`config.mk`:
```
export PLATFORM = sky130hd
export DESIGN_NAME = lbd_top
export DESIGN_NICKNAME = d
export VERILOG_FILES = /design/src/lbd_pkg.sv /design/src/lbd_sync_if.sv /design/src/lbd_sync.sv /design/src/lbd_top.sv
export VERILOG_INCLUDE_DIRS = /design/src /design/src/src
export SDC_FILE = /design/constraint.sdc
export NUM_CORES = 1
export LEC_CHECK = 0
export ABC_CLOCK_PERIOD_IN_PS = 2600
export BUFFER_PORTS_ARGS = -buffer_cell sky130_fd_sc_hd__buf_2
export CORE_MARGIN = 2
export CORE_UTILIZATION = 35
export DETAILED_ROUTE_END_ITERATION = 16
export GPL_ROUTABILITY_DRIVEN = 0
export PLACE_DENSITY = 0.72
export SETUP_SLACK_MARGIN = 0.15
export SLEW_MARGIN = 20
export SYNTH_ARGS = -nofsm -noshare
export SYNTH_HDL_FRONTEND = slang
export SYNTH_SLANG_ARGS = --single-unit
```
`constraint.sdc`:
```
create_clock -name aclk -period 2.6 [get_ports aclk]
set_clock_uncertainty 0.15 [all_clocks]
set_input_delay 0.13 -clock aclk [delete_from_list [all_inputs] [get_ports aclk]]
set_output_delay 0.13 -clock aclk [all_outputs]
set_load 0.1 [all_outputs]
```
`src/lbd_consts.svh`:
```
// register offsets, field positions and reset values of the dma mode block
`ifndef LBD_CONSTS_SVH
`define LBD_CONSTS_SVH
`define LBD_OFF_CONFIG      12'h000
`define LBD_OFF_STATUS      12'h004
`define LBD_OFF_IRQ_STAT    12'h008
`define LBD_OFF_IRQ_MASK    12'h00C
`define LBD_BIT_MODE_A      0
`define LBD_BIT_MODE_B      1
`define LBD_BIT_SHARED      2
`define LBD_BIT_DIR         3
`define LBD_BIT_DEC1        4
`define LBD_BIT_DEC2        5
`define LBD_BIT_SEP_IRQ     6
`define LBD_CONFIG_W        7
`define LBD_CONFIG_RST      7'h00
`define LBD_EV_W            4
`define LBD_IRQ_MASK_RST    4'h0
`define LBD_RESP_OKAY       2'h0
`define LBD_RESP_SLVERR     2'h2
`endif

```
`src/lbd_pkg.sv`:
```
// types shared by the dma mode block
package lbd_pkg;
    typedef enum logic [2:0] {
        LBD_W_IDLE = 3'b001,
        LBD_W_RESP = 3'b010,
        LBD_W_HOLD = 3'b100
    } lbd_wstate_type;
    typedef struct packed {
        logic a_rx;
        logic a_tx;
        logic b_rx;
        logic b_tx;
    } lbd_req_type;
endpackage : lbd_pkg

```
`src/lbd_sync_if.sv`:
```
// carrier between the top and its pin synchroniser
`timescale 1ns/1ps
interface lbd_sync_if;
    logic [5:0] raw;
    logic [5:0] synced;
    modport sync (input raw, output synced);
    modport user (output raw, input synced);
endinterface : lbd_sync_if

```
`src/lbd_sync.sv`:
```
// two-stage synchroniser for local bus pins
`timescale 1ns/1ps
module lbd_sync #(
    parameter int WIDTH = 6
) (
    input  wire logic  aclk,
    input  wire logic  aresetn,
    input  wire logic  aclk_en,
    lbd_sync_if.sync   port_s
);
    logic [WIDTH-1:0] stage1_r;
    logic [WIDTH-1:0] stage2_r;
    logic [WIDTH-1:0] stage1_nxt;
    logic [WIDTH-1:0] stage2_nxt;

    always_comb begin
        stage1_nxt = port_s.raw;
        stage2_nxt = stage1_r;
    end

    // first stage feeds only the second stage
    always_ff @(posedge aclk) begin
        if (!aresetn) begin
            stage1_r <= '0;
            stage2_r <= '0;
        end else if (aclk_en) begin
            stage1_r <= stage1_nxt;
            stage2_r <= stage2_nxt;
        end
    end

    assign port_s.synced = stage2_r;
endmodule : lbd_sync

```
`src/lbd_top.sv`:
```
// local bus dma service mode and interrupt pin configuration
//
// Our own choices: register access over AXI4-Lite and the address map.
`timescale 1ns/1ps
`include "lbd_consts.svh"
module lbd_top
    import lbd_pkg::*;
(
    input  wire logic        aclk,
    input  wire logic        aresetn,
    input  wire logic        aclk_en,
    input  wire logic [11:0] s_axi_awaddr,
    input  wire logic        s_axi_awvalid,
    output logic             s_axi_awready,
    input  wire logic [31:0] s_axi_wdata,
    input  wire logic [3:0]  s_axi_wstrb,
    input  wire logic        s_axi_wvalid,
    output logic             s_axi_wready,
    output logic [1:0]       s_axi_bresp,
    output logic             s_axi_bvalid,
    input  wire logic        s_axi_bready,
    input  wire logic [11:0] s_axi_araddr,
    input  wire logic        s_axi_arvalid,
    output logic             s_axi_arready,
    output logic [31:0]      s_axi_rdata,
    output logic [1:0]       s_axi_rresp,
    output logic             s_axi_rvalid,
    input  wire logic        s_axi_rready,
    input  wire logic        chan_a_request_line,
    input  wire logic        chan_a_rx_request,
    input  wire logic        chan_b_tx_request,
    input  wire logic        chan_b_rx_request,
    input  wire logic        local_irq_input_one,
    input  wire logic        local_irq_input_two,
    input  wire logic        dma_a_tx_grant,
    input  wire logic        dma_a_rx_grant,
    input  wire logic        dma_b_tx_grant,
    input  wire logic        dma_b_rx_grant,
    output logic             chan_a_ack_line,
    output logic             chan_a_rx_ack,
    output logic             chan_b_tx_ack,
    output logic             chan_b_rx_ack,
    output logic [3:0]       dma_req,
    output logic             chan_a_irq,
    output logic             chan_b_irq,
    output logic             chan_a_irq_alt_decode,
    output logic             chan_b_irq_alt_decode,
    output logic             irq
);
    // configuration and interrupt registers
    logic [`LBD_CONFIG_W-1:0] config_r;
    logic [`LBD_CONFIG_W-1:0] config_nxt;
    logic [`LBD_EV_W-1:0]     irq_stat_r;
    logic [`LBD_EV_W-1:0]     irq_stat_nxt;
    logic [`LBD_EV_W-1:0]     irq_mask_r;
    logic [`LBD_EV_W-1:0]     irq_mask_nxt;
    logic [`LBD_EV_W-1:0]     events;
    logic [1:0]               irq_lvl_r;
    logic [1:0]               irq_lvl_nxt;

    // write channel state
    lbd_wstate_type           wstate_r;
    lbd_wstate_type           wstate_nxt;
    logic                     aw_have_r;
    logic                     aw_have_nxt;
    logic                     w_have_r;
    logic                     w_have_nxt;
    logic [11:0]              waddr_r;
    logic [11:0]              waddr_nxt;
    logic [31:0]              wdata_r;
    logic [31:0]              wdata_nxt;
    logic                     wstrb0_r;
    logic                     wstrb0_nxt;
    logic                     bvalid_r;
    logic                     bvalid_nxt;
    logic [1:0]               bresp_r;
    logic [1:0]               bresp_nxt;
    logic                     wr_fire;

    // read channel state
    logic                     rvalid_r;
    logic                     rvalid_nxt;
    logic [31:0]              rdata_r;
    logic [31:0]              rdata_nxt;
    logic [1:0]               rresp_r;
    logic [1:0]               rresp_nxt;

    // outputs toward the peripheral and the dma engine
    lbd_req_type              req_r;
    lbd_req_type              req_nxt;
    logic [3:0]               ack_r;
    logic [3:0]               ack_nxt;

    logic mode_a;
    logic mode_b;
    logic shared_dma;
    logic shared_dma_direction;
    logic irq_in1_decode_select;
    logic irq_in2_decode_select;
    logic separate_irq_pins;
    logic irq1_act;
    logic irq2_act;

    lbd_sync_if sync_bus ();

    // request and interrupt pins pass two flip-flops before anything looks at them; grants are used directly
    assign sync_bus.raw = {local_irq_input_two, local_irq_input_one, chan_b_rx_request,
                           chan_b_tx_request, chan_a_rx_request, chan_a_request_line};

    lbd_sync #(
        .WIDTH (6)
    ) u_sync (
        .aclk    (aclk),
        .aresetn (aresetn),
        .aclk_en (aclk_en),
        .port_s  (sync_bus.sync)
    );

    assign mode_a                = config_r[`LBD_BIT_MODE_A];
    assign mode_b                = config_r[`LBD_BIT_MODE_B];
    assign shared_dma            = config_r[`LBD_BIT_SHARED];
    assign shared_dma_direction  = config_r[`LBD_BIT_DIR];
    assign irq_in1_decode_select = config_r[`LBD_BIT_DEC1];
    assign irq_in2_decode_select = config_r[`LBD_BIT_DEC2];
    assign separate_irq_pins     = config_r[`LBD_BIT_SEP_IRQ];

    // alternate scheme samples the pin as active low
    assign irq1_act = sync_bus.synced[4] ^ irq_in1_decode_select;
    assign irq2_act = sync_bus.synced[5] ^ irq_in2_decode_select;

    // request routing and acknowledge fan-out
    always_comb begin
        req_nxt = '0;
        ack_nxt = 4'h0;
        if (mode_a) begin
            if (shared_dma) begin
                // direction bit names which direction the shared line asks for
                req_nxt.a_tx = sync_bus.synced[0] & shared_dma_direction;
                req_nxt.a_rx = sync_bus.synced[0] & ~shared_dma_direction;
                ack_nxt[0]   = dma_a_tx_grant | dma_a_rx_grant;
            end else begin
                req_nxt.a_tx = sync_bus.synced[0];
                req_nxt.a_rx = sync_bus.synced[1];
                ack_nxt[0]   = dma_a_tx_grant;
                ack_nxt[1]   = dma_a_rx_grant;
            end
        end
        // interrupt mode channels leave requests and acks idle
        if (mode_b) begin
            req_nxt.b_tx = sync_bus.synced[2];
            req_nxt.b_rx = sync_bus.synced[3];
            ack_nxt[2]   = dma_b_tx_grant;
            ack_nxt[3]   = dma_b_rx_grant;
        end
    end

    // interrupt pin assignment to channels
    always_comb begin
        if (separate_irq_pins) begin
            irq_lvl_nxt = {irq2_act, irq1_act};
        end else begin
            // input two is disabled, input one serves both channels
            irq_lvl_nxt = {irq1_act, irq1_act};
        end
    end

    assign events = {irq_lvl_nxt[1] & ~irq_lvl_r[1], irq_lvl_nxt[0] & ~irq_lvl_r[0],
                     req_nxt.b_tx | req_nxt.b_rx, req_nxt.a_tx | req_nxt.a_rx};

    // axi write path: address and data in either order, then response
    always_comb begin
        wstate_nxt   = wstate_r;
        aw_have_nxt  = aw_have_r;
        w_have_nxt   = w_have_r;
        waddr_nxt    = waddr_r;
        wdata_nxt    = wdata_r;
        wstrb0_nxt   = wstrb0_r;
        bvalid_nxt   = bvalid_r;
        bresp_nxt    = bresp_r;
        wr_fire      = 1'b0;
        config_nxt   = config_r;
        irq_mask_nxt = irq_mask_r;
        case (wstate_r)
            LBD_W_IDLE: begin
                if (s_axi_awvalid && !aw_have_r) begin
                    aw_have_nxt = 1'b1;
                    waddr_nxt   = s_axi_awaddr;
                end
                if (s_axi_wvalid && !w_have_r) begin
                    w_have_nxt = 1'b1;
                    wdata_nxt  = s_axi_wdata;
                    // strobe is kept with the data, the master may drop it once taken
                    wstrb0_nxt = s_axi_wstrb[0];
                end
                if (aw_have_r && w_have_r) begin
                    wstate_nxt = LBD_W_RESP;
                end
            end
            LBD_W_RESP: begin
                wr_fire     = 1'b1;
                bvalid_nxt  = 1'b1;
                bresp_nxt   = `LBD_RESP_OKAY;
                aw_have_nxt = 1'b0;
                w_have_nxt  = 1'b0;
                wstate_nxt  = LBD_W_HOLD;
                case ({waddr_r[11:2], 2'b00})
                    `LBD_OFF_CONFIG: begin
                        if (wstrb0_r) begin
                            config_nxt = wdata_r[`LBD_CONFIG_W-1:0];
                        end
                    end
                    `LBD_OFF_IRQ_MASK: begin
                        if (wstrb0_r) begin
                            irq_mask_nxt = wdata_r[`LBD_EV_W-1:0];
                        end
                    end
                    `LBD_OFF_IRQ_STAT, `LBD_OFF_STATUS: ;
                    default: bresp_nxt = `LBD_RESP_SLVERR;
                endcase
            end
            LBD_W_HOLD: begin
                if (s_axi_bready) begin
                    bvalid_nxt = 1'b0;
                    wstate_nxt = LBD_W_IDLE;
                end
            end
            default: wstate_nxt = LBD_W_IDLE;
        endcase
    end

    // sticky events: a set in the clearing cycle survives
    always_comb begin
        irq_stat_nxt = irq_stat_r;
        if (wr_fire && {waddr_r[11:2], 2'b00} == `LBD_OFF_IRQ_STAT && wstrb0_r) begin
            irq_stat_nxt = irq_stat_r & ~wdata_r[`LBD_EV_W-1:0];
        end
        irq_stat_nxt = irq_stat_nxt | events;
    end

    // axi read path: one cycle after the address is taken
    always_comb begin
        rvalid_nxt = rvalid_r;
        rdata_nxt  = rdata_r;
        rresp_nxt  = rresp_r;
        if (rvalid_r && s_axi_rready) begin
            rvalid_nxt = 1'b0;
        end else if (!rvalid_r && s_axi_arvalid) begin
            rvalid_nxt = 1'b1;
            rresp_nxt  = `LBD_RESP_OKAY;
            case ({s_axi_araddr[11:2], 2'b00})
                `LBD_OFF_CONFIG:   rdata_nxt = {25'h0, config_r};
                `LBD_OFF_STATUS:   rdata_nxt = {22'h0, irq_lvl_r, ack_r, req_r};
                `LBD_OFF_IRQ_STAT: rdata_nxt = {28'h0000000, irq_stat_r};
                `LBD_OFF_IRQ_MASK: rdata_nxt = {28'h0000000, irq_mask_r};
                default: begin
                    rdata_nxt = 32'h00000000;
                    rresp_nxt = `LBD_RESP_SLVERR;
                end
            endcase
        end
    end

    always_ff @(posedge aclk) begin
        if (!aresetn) begin
            config_r   <= `LBD_CONFIG_RST;
            irq_mask_r <= `LBD_IRQ_MASK_RST;
            irq_stat_r <= '0;
            irq_lvl_r  <= 2'h0;
            wstate_r   <= LBD_W_IDLE;
            aw_have_r  <= 1'b0;
            w_have_r   <= 1'b0;
            waddr_r    <= 12'h000;
            wdata_r    <= 32'h00000000;
            wstrb0_r   <= 1'b0;
            bvalid_r   <= 1'b0;
            bresp_r    <= 2'h0;
            rvalid_r   <= 1'b0;
            rdata_r    <= 32'h00000000;
            rresp_r    <= 2'h0;
            req_r      <= '0;
            ack_r      <= 4'h0;
        end else if (aclk_en) begin
            config_r   <= config_nxt;
            irq_mask_r <= irq_mask_nxt;
            irq_stat_r <= irq_stat_nxt;
            irq_lvl_r  <= irq_lvl_nxt;
            wstate_r   <= wstate_nxt;
            aw_have_r  <= aw_have_nxt;
            w_have_r   <= w_have_nxt;
            waddr_r    <= waddr_nxt;
            wdata_r    <= wdata_nxt;
            wstrb0_r   <= wstrb0_nxt;
            bvalid_r   <= bvalid_nxt;
            bresp_r    <= bresp_nxt;
            rvalid_r   <= rvalid_nxt;
            rdata_r    <= rdata_nxt;
            rresp_r    <= rresp_nxt;
            req_r      <= req_nxt;
            ack_r      <= ack_nxt;
        end
    end

    // ready is withheld while frozen so nothing is taken without being stored
    assign s_axi_awready = aclk_en && wstate_r == LBD_W_IDLE && !aw_have_r;
    assign s_axi_wready  = aclk_en && wstate_r == LBD_W_IDLE && !w_have_r;
    assign s_axi_bvalid  = bvalid_r;
    assign s_axi_bresp   = bresp_r;
    assign s_axi_arready = aclk_en && !rvalid_r;
    assign s_axi_rvalid  = rvalid_r;
    assign s_axi_rdata   = rdata_r;
    assign s_axi_rresp   = rresp_r;

    assign chan_a_ack_line       = ack_r[0];
    assign chan_a_rx_ack         = ack_r[1];
    assign chan_b_tx_ack         = ack_r[2];
    assign chan_b_rx_ack         = ack_r[3];
    assign dma_req               = req_r;
    assign chan_a_irq            = irq_lvl_r[0];
    assign chan_b_irq            = irq_lvl_r[1];
    assign chan_a_irq_alt_decode = irq_in1_decode_select;
    assign chan_b_irq_alt_decode = separate_irq_pins ? irq_in2_decode_select
                                                     : irq_in1_decode_select;
    assign irq                   = |(irq_stat_r & irq_mask_r);
endmodule : lbd_top

```
==> results of run 1 <==
-- flip-flops by register name (all words and copies together), names as in the netlist, 6 cells and up --
signal,cells
waddr_r,10
config_r,7
wdata_r,7
s_axi_rdata,10
u_sync.port_s.synced,6
u_sync.stage1_r,6
-- path summary, 6_finish.rpt --
path	slack, ps	depth (start not counted)	to
hold / removal	30	3	s_axi_rdata[7]
setup / recovery	750	3	s_axi_awready
hold reg to reg	300	2	s_axi_rdata[8]
setup reg to reg	870	4	wdata_r[4]
-- cell usage after synthesis (2+ instances only) --
cell type / count / area [sq um]
dfxtp_1: 74 / 1480
nand2_1: 58 / 218
o21ai_0: 29 / 145
mux2i_1: 28 / 280
buf_4: 24 / 180
nand3_1: 23 / 115
nor2b_1: 21 / 131
clkbuf_1: 15 / 56.3
nor2_1: 11 / 41.3
inv_1: 9 / 33.8
a21oi_1: 7 / 35.0
nand2b_1: 7 / 43.8
a21boi_0: 6 / 45.0
o21ai_1: 6 / 30.0
buf_2: 5 / 25.0
mux4_2: 4 / 90.1
o211a_1: 4 / 40.0
a31oi_1: 3 / 18.8
and3_1: 3 / 18.8
nor3b_1: 3 / 22.5
a22oi_1: 2 / 15.0
and2_1: 2 / 12.5
nand3b_1: 2 / 15.0
nand4b_1: 2 / 17.5
o21a_1: 2 / 15.0
o22ai_1: 2 / 12.5
or3b_2: 2 / 17.5
or4_1: 2 / 15.0
or4_4: 2 / 22.5
xnor2_1: 2 / 17.5
-- repair_timing --
action | in CTS | in global routing
hold buffers | 32 | 0
gates resized for setup | 0 | 0
hold endpoints to repair | 32 | 0
-- layer usage --
metal / global-route usage / wire length (um) / up-vias
li1: - / - / 1426
met1: 0.191 / 3460 / 1258
met2: 0.231 / 3320 / 74
met3: 0.0304 / 340 / 7
met4: 0.0613 / 104 / 0
met5: 0 / 0 / -
-- worst max-delay path: stages, from the launching register on --
cell,delay (ps)
dfxtp_1,460
nand4bb_1,220
nor2_1,130
buf_2,430
-- cell families (layout without fill, tap and decap cells) --
family                    Yosys count  in the layout  share of synthesized area
muxes                              33             33                      0.114
xor gates and xnor gates            2              2                    0.00525
AOI/OAI and AO/OA                  64             64                      0.115
other                               1             24                    0.00112
DFF                                74             74                      0.444
buffers and inverters              54            134                     0.0895
and+or+nand+nor                   145            145                      0.231
-- through the flow --
stage | cell area (sq um) | hold WS [ps] | total power, mW | util
floorplan | 3430 | 110 | 1.56 | -
global placement | 3720 | 195 | 1.59 | 0.403
detailed placement | 3720 | 203 | 1.60 | 0.403
CTS | 4250 | 8.55 | 2.59 | 0.460
global route | 4250 | 46.9 | 2.66 | 0.460
finish | 4250 | 31.0 | 2.55 | 0.460
-- cells in the final DEF (no fill, tap or decap), types with 11 or more instances in the layout --
cell type / instances
o21ai_0: 29
buf_2: 75
dlygate4sd3_1: 32
conb_1: 24
nand2_1: 58
dfxtp_1: 74
nor2_1: 11
nor2b_1: 21
mux2i_1: 28
nand3_1: 23
-- layout make-up --
| class | instances | area [sq um] |
|---|---|---|
| Fill cell | 897 | 4990 |
| Multi-Input combinational cell | 268 | 1650 |
| Sequential cell | 74 | 1480 |
| Timing Repair Buffer | 110 | 718 |
| Tap cell | 129 | 161 |
| Clock buffer | 10 | 128 |
| Clock inverter | 5 | 80.1 |
| Inverter | 9 | 33.8 |
-- report_power, final --
part	switching, mW	leakage [nW]	internal [mW]
clock network	0.407	0.0984	0.534
registers	0.0249	0.601	1.17
logic	0.302	1.15	0.116
==> flow_metrics.py, run 1 <==
metrics = {
    "status": {
        "run_status": "finished clean",
    },
    "synth": {
        "syn_area_per_cell_sq_um": 8.95,
        "synth_edf_count": 0,
        "ys.flop_type": "dfxtp_1",
        "ys_seq_area_frac": 0.444,
        "async_flop_share": 0,
        "syn_area_sq_mm": 0.00334,
        "synth_cells": 373,
        "yosysWarnings": 0,
        "synth.distinct_cells": 43,
        "ys_ff_latch": 74,
    },
    "grt": {
        "gr-total-overflow": 0,
        "grt_pass1_wl_um": 11800,
        "grt_start_max_net_pins": 90,
        "grtUsageTotal": 0.145,
        "antenna_found_initial": 0,
        "grt_pass1_vias": 2530,
    },
    "critical_path": {
        "startpoint": "wstate_r[0]",
        "r2r_start": "wstate_r[0]",
        "endpoint_kind": "output pin",
        "cp.required_ps": 2320,
        "worst_ep_arrival_time_ps": 1570,
        "crit_path_start_kind": "register",
        "crit_type": "reg2out",
        "path_max_fanout": 8,
    },
    "finish": {
        "area_growth_pct": 27.4,
        "nets": 550,
        "diodes": 0,
        "finalNonFillerCells": 605,
        "drive_above_1_share": 0.225,
    },
    "placement": {
        "place_ws_ps": 871,
        "hpwl_um": 5110,
        "port_buffers": 75,
        "place_inst": 558,
    },
    "die": {
        "die_h_um": 102,
        "initial_utilization": 0.361,
        "row_count": 35,
        "ioPinCount": 132,
        "core_sq_mm": 0.00924,
        "die_w_um": 102,
        "die_area_sq_mm": 0.0103,
    },
    "timing": {
        "period_minus_slack_ps": 1850,
        "max_freq_mhz": 539,
        "setup_viol_count_final": 0,
        "setup_ws_ps": 746,
        "final_hold_viol_count": 0,
        "worst_pin_slew_ps": 770,
        "period_share": 0.713,
        "slew-limit-headroom": 0.487,
        "rsz0062_at_grt": "no",
        "final.setup.tns_ps": 0,
        "drv_slew": 0,
    },
    "pwr": {
        "leakagePower_nw": 1.85,
        "power.density_mw_per_mm2": 599,
        "ir_drop_v": 0.000245,
    },
    "routing": {
        "wire_per_inst_um": 11.9,
        "drt_iter0_markers": 115,
        "first_pass_iters": 4,
        "drcViolationCount": 0,
        "ant_nets": 0,
        "vias": 2765,
        "wl_um": 7220,
        "vias_per_cell": 4.57,
    },
    "clock_tree": {
        "clk_path_buf_depth": 2,
        "clkLatencyLatePin_ps": 340,
        "cts_tree": "built",
        "cts.sinks": 74,
        "cts_root_buf": "clkbuf_8",
        "clk_pin_slew_ps": 80,
        "cts-buffers-inserted": 9,
        "post_cts_buffers": 0,
        "htree_levels": 3,
    },
    "min_path": {
        "hp-class": "in2reg",
        "hp-start": "s_axi_araddr[2]",
    },
    "run": {
        "cap_violations": 0,
    },
}
Note: power is estimated with default switching activity, not from simulation.
==> run 2, diff against run 1 <==
ABC_AREA = 1   (was unset)
ABC_CLOCK_PERIOD_IN_PS = 1800   (was 2600)
clock period = 1.8 ns   (was 2.6 ns; I/O delays follow)
==> run 2 against run 1 <==
Global-route usage increased by 2.2 points. Cell count increased by 15%. Utilization is 1.6 points higher. Highest routed layer unchanged. Via count rose by 17%.
==> flow_metrics.py, run 2 <==
metrics = {
    "timing": {
        "final.setup.tns_ps": 0,
        "whs_ps": 49.6,
        "slew-limit-headroom": 0.660,
        "final_hold_viol_count": 0,
        "drv_slew": 0,
        "period_share": 0.877,
        "period_minus_slack_ps": 1580,
        "setup_viol_count_final": 0,
        "max_freq_mhz": 634,
        "rsz0062_at_grt": "yes",
        "worst_pin_slew_ps": 509,
    },
    "critical_path": {
        "path_max_fanout": 4,
        "worst_ep_arrival_time_ps": 1340,
        "max_stage_delay_ps": 330,
        "crit_path_start_kind": "register",
        "r2r_slack_ps": 230,
        "path_depth": 4,
        "reg2regPathDepth": 5,
        "cp_num_buf_inv": 2,
        "endpoint_kind": "output pin",
        "cpMaxStageDelayCell": "dfxtp_2",
        "cp_cell_sequence": "inv_2 > nand3_4 > nor3_4 > buf_12",
        "cp.required_ps": 1560,
        "crit_family": "simple AND/OR/NAND/NOR gates",
        "crit_type": "reg2out",
    },
    "clock_tree": {
        "cts-buffers-inserted": 9,
        "clk_path_buf_depth": 2,
        "clk_pin_slew_ps": 70,
        "cts_root_buf": "clkbuf_8",
        "clkLatencyLatePin_ps": 340,
        "htree_levels": 3,
        "cts.sinks": 74,
        "cts_tree": "built",
    },
    "synth": {
        "syn_area_per_cell_sq_um": 7.41,
        "synth_cells": 454,
        "yosys.cell_count.top_type": "nor2_1",
        "ys_seq_area_frac": 0.440,
        "syn_area_sq_mm": 0.00336,
        "ys_top_cells_by_count": "nor2_1, dfxtp_1, nand2_1, a21oi_1, o21ai_1",
        "synth_edf_count": 0,
        "yosysWarnings": 0,
        "synth.distinct_cells": 37,
        "synth_top_cell_by_area": "dfxtp_1",
        "synthTopCellsByArea": "dfxtp_1, nor2_1, nand2_1, buf_4, a21oi_1",
        "post-synth-top-area-fraction": 0.440,
        "async_flop_share": 0,
        "ys_ff_latch": 74,
        "ys.flop_type": "dfxtp_1",
    },
    "grt": {
        "antenna_found_initial": 0,
        "use_met1": 0.199,
        "grt_use_met2": 0.277,
        "grt_util_met3": 0.0335,
        "grt_start_max_net_pins": 29,
        "grt_pass1_vias": 3081,
        "grtUsageTotal": 0.167,
        "gr-total-overflow": 0,
        "grt_pass1_wl_um": 13800,
        "busiest_layer": "met2",
    },
    "die": {
        "core_sq_mm": 0.00928,
        "initial_utilization": 0.362,
        "row_count": 35,
        "die_area_sq_mm": 0.0104,
        "die_h_um": 102,
        "ioPinCount": 132,
        "die_w_um": 102,
    },
    "finish": {
        "stdcell_area_sq_mm": 0.00442,
        "drive_above_1_share": 0.243,
        "layout_commonest_cell": "nor2_1",
        "diodes": 0,
        "nets": 640,
        "area_growth_pct": 31.4,
        "final_cell_mix": "nor2_1, buf_2, dfxtp_1",
    },
    "placement": {
        "hpwl_um": 5970,
        "placed_area_sq_mm": 0.00382,
        "port_buffers": 75,
    },
    "routing": {
        "drt_iter0_markers": 139,
        "wl_um": 8410,
        "first_pass_iters": 4,
        "wire_per_inst_um": 12.1,
        "ant_nets": 0,
        "vias_per_cell": 4.64,
        "vias": 3231,
        "drcViolationCount": 0,
    },
    "pwr": {
        "power.density_mw_per_mm2": 960,
        "leakagePower_nw": 2.02,
        "p_total_mw": 4.24,
        "ir_drop_v": 0.000311,
    },
    "min_path": {
        "hold_depth": 8,
        "hp-class": "in2reg",
    },
    "status": {
        "run_status": "finished clean",
    },
    "run": {
        "cap_violations": 0,
    },
}
## run 2: timing repair
item | in CTS | in global routing
hold buffers | 33 | 1
endpoints found under the setup margin | 0 | 20
resized for setup | 0 | 6
hold endpoints to repair | 40 | 2
buffers inserted | 0 | 1
## run 2: metal layers
metal | vias to the layer above | wire [um]
met2 | 101 | 4150
met1 | 1459 | 3460
met3 | 25 | 477
met5 | - | 0
li1 | 1646 | -
met4 | 0 | 318
## run 2: final timing paths
path                       start             end
setup / recovery     wstate_r[2]   s_axi_awready
hold / removal      s_axi_bready     wstate_r[1]
setup reg to reg      waddr_r[4]   irq_stat_r[1]
hold reg to reg   s_axi_rdata[3]  s_axi_rdata[3]
## run 2: kinds of logic (layout without fill, tap and decap cells)
group | Yosys count | count (layout) | synth area share
and+or+nand+nor | 213 | 213 | 0.298
AOI/OAI and AO/OA | 94 | 94 | 0.141
buffers and inverters | 70 | 160 | 0.115
xor gates and xnor gates | 2 | 2 | 0.00521
other | 1 | 24 | 0.00112
DFF | 74 | 74 | 0.440
## run 2: area by class of cell
type | instances | area (sq um)
Fill cell | 932 | 4870
Multi-Input combinational cell | 333 | 1630
Sequential cell | 74 | 1490
Timing Repair Buffer | 114 | 786
Clock buffer | 12 | 165
Tap cell | 129 | 161
Inverter | 30 | 116
Clock inverter | 4 | 72.6
## run 2: power by group
| part | internal, mW | switching (mW) | total [mW] |
|---|---|---|---|
| Combinational | 0.271 | 0.680 | 0.951 |
| Clock | 0.892 | 0.605 | 1.50 |
| Sequential | 1.73 | 0.0649 | 1.79 |
| Total | 2.89 | 1.35 | 4.24 |
## run 2: worst min-delay path, cell delays in order
cell,delay [ps]
buf_2,80
inv_1,30
nand2_1,50
nand2_1,70
inv_1,70
nand2_1,50
nand2_1,50
a21oi_1,30
## run 2: through the flow
step	setup slack [ps]	utilization	cells
6_report	222	0.476	696
5_1_grt	115	0.476	696
4_1_cts	178	0.472	694
3_5_place_dp	232	0.411	645
3_3_place_gp	290	0.411	645
2_1_floorplan	-284	-	477
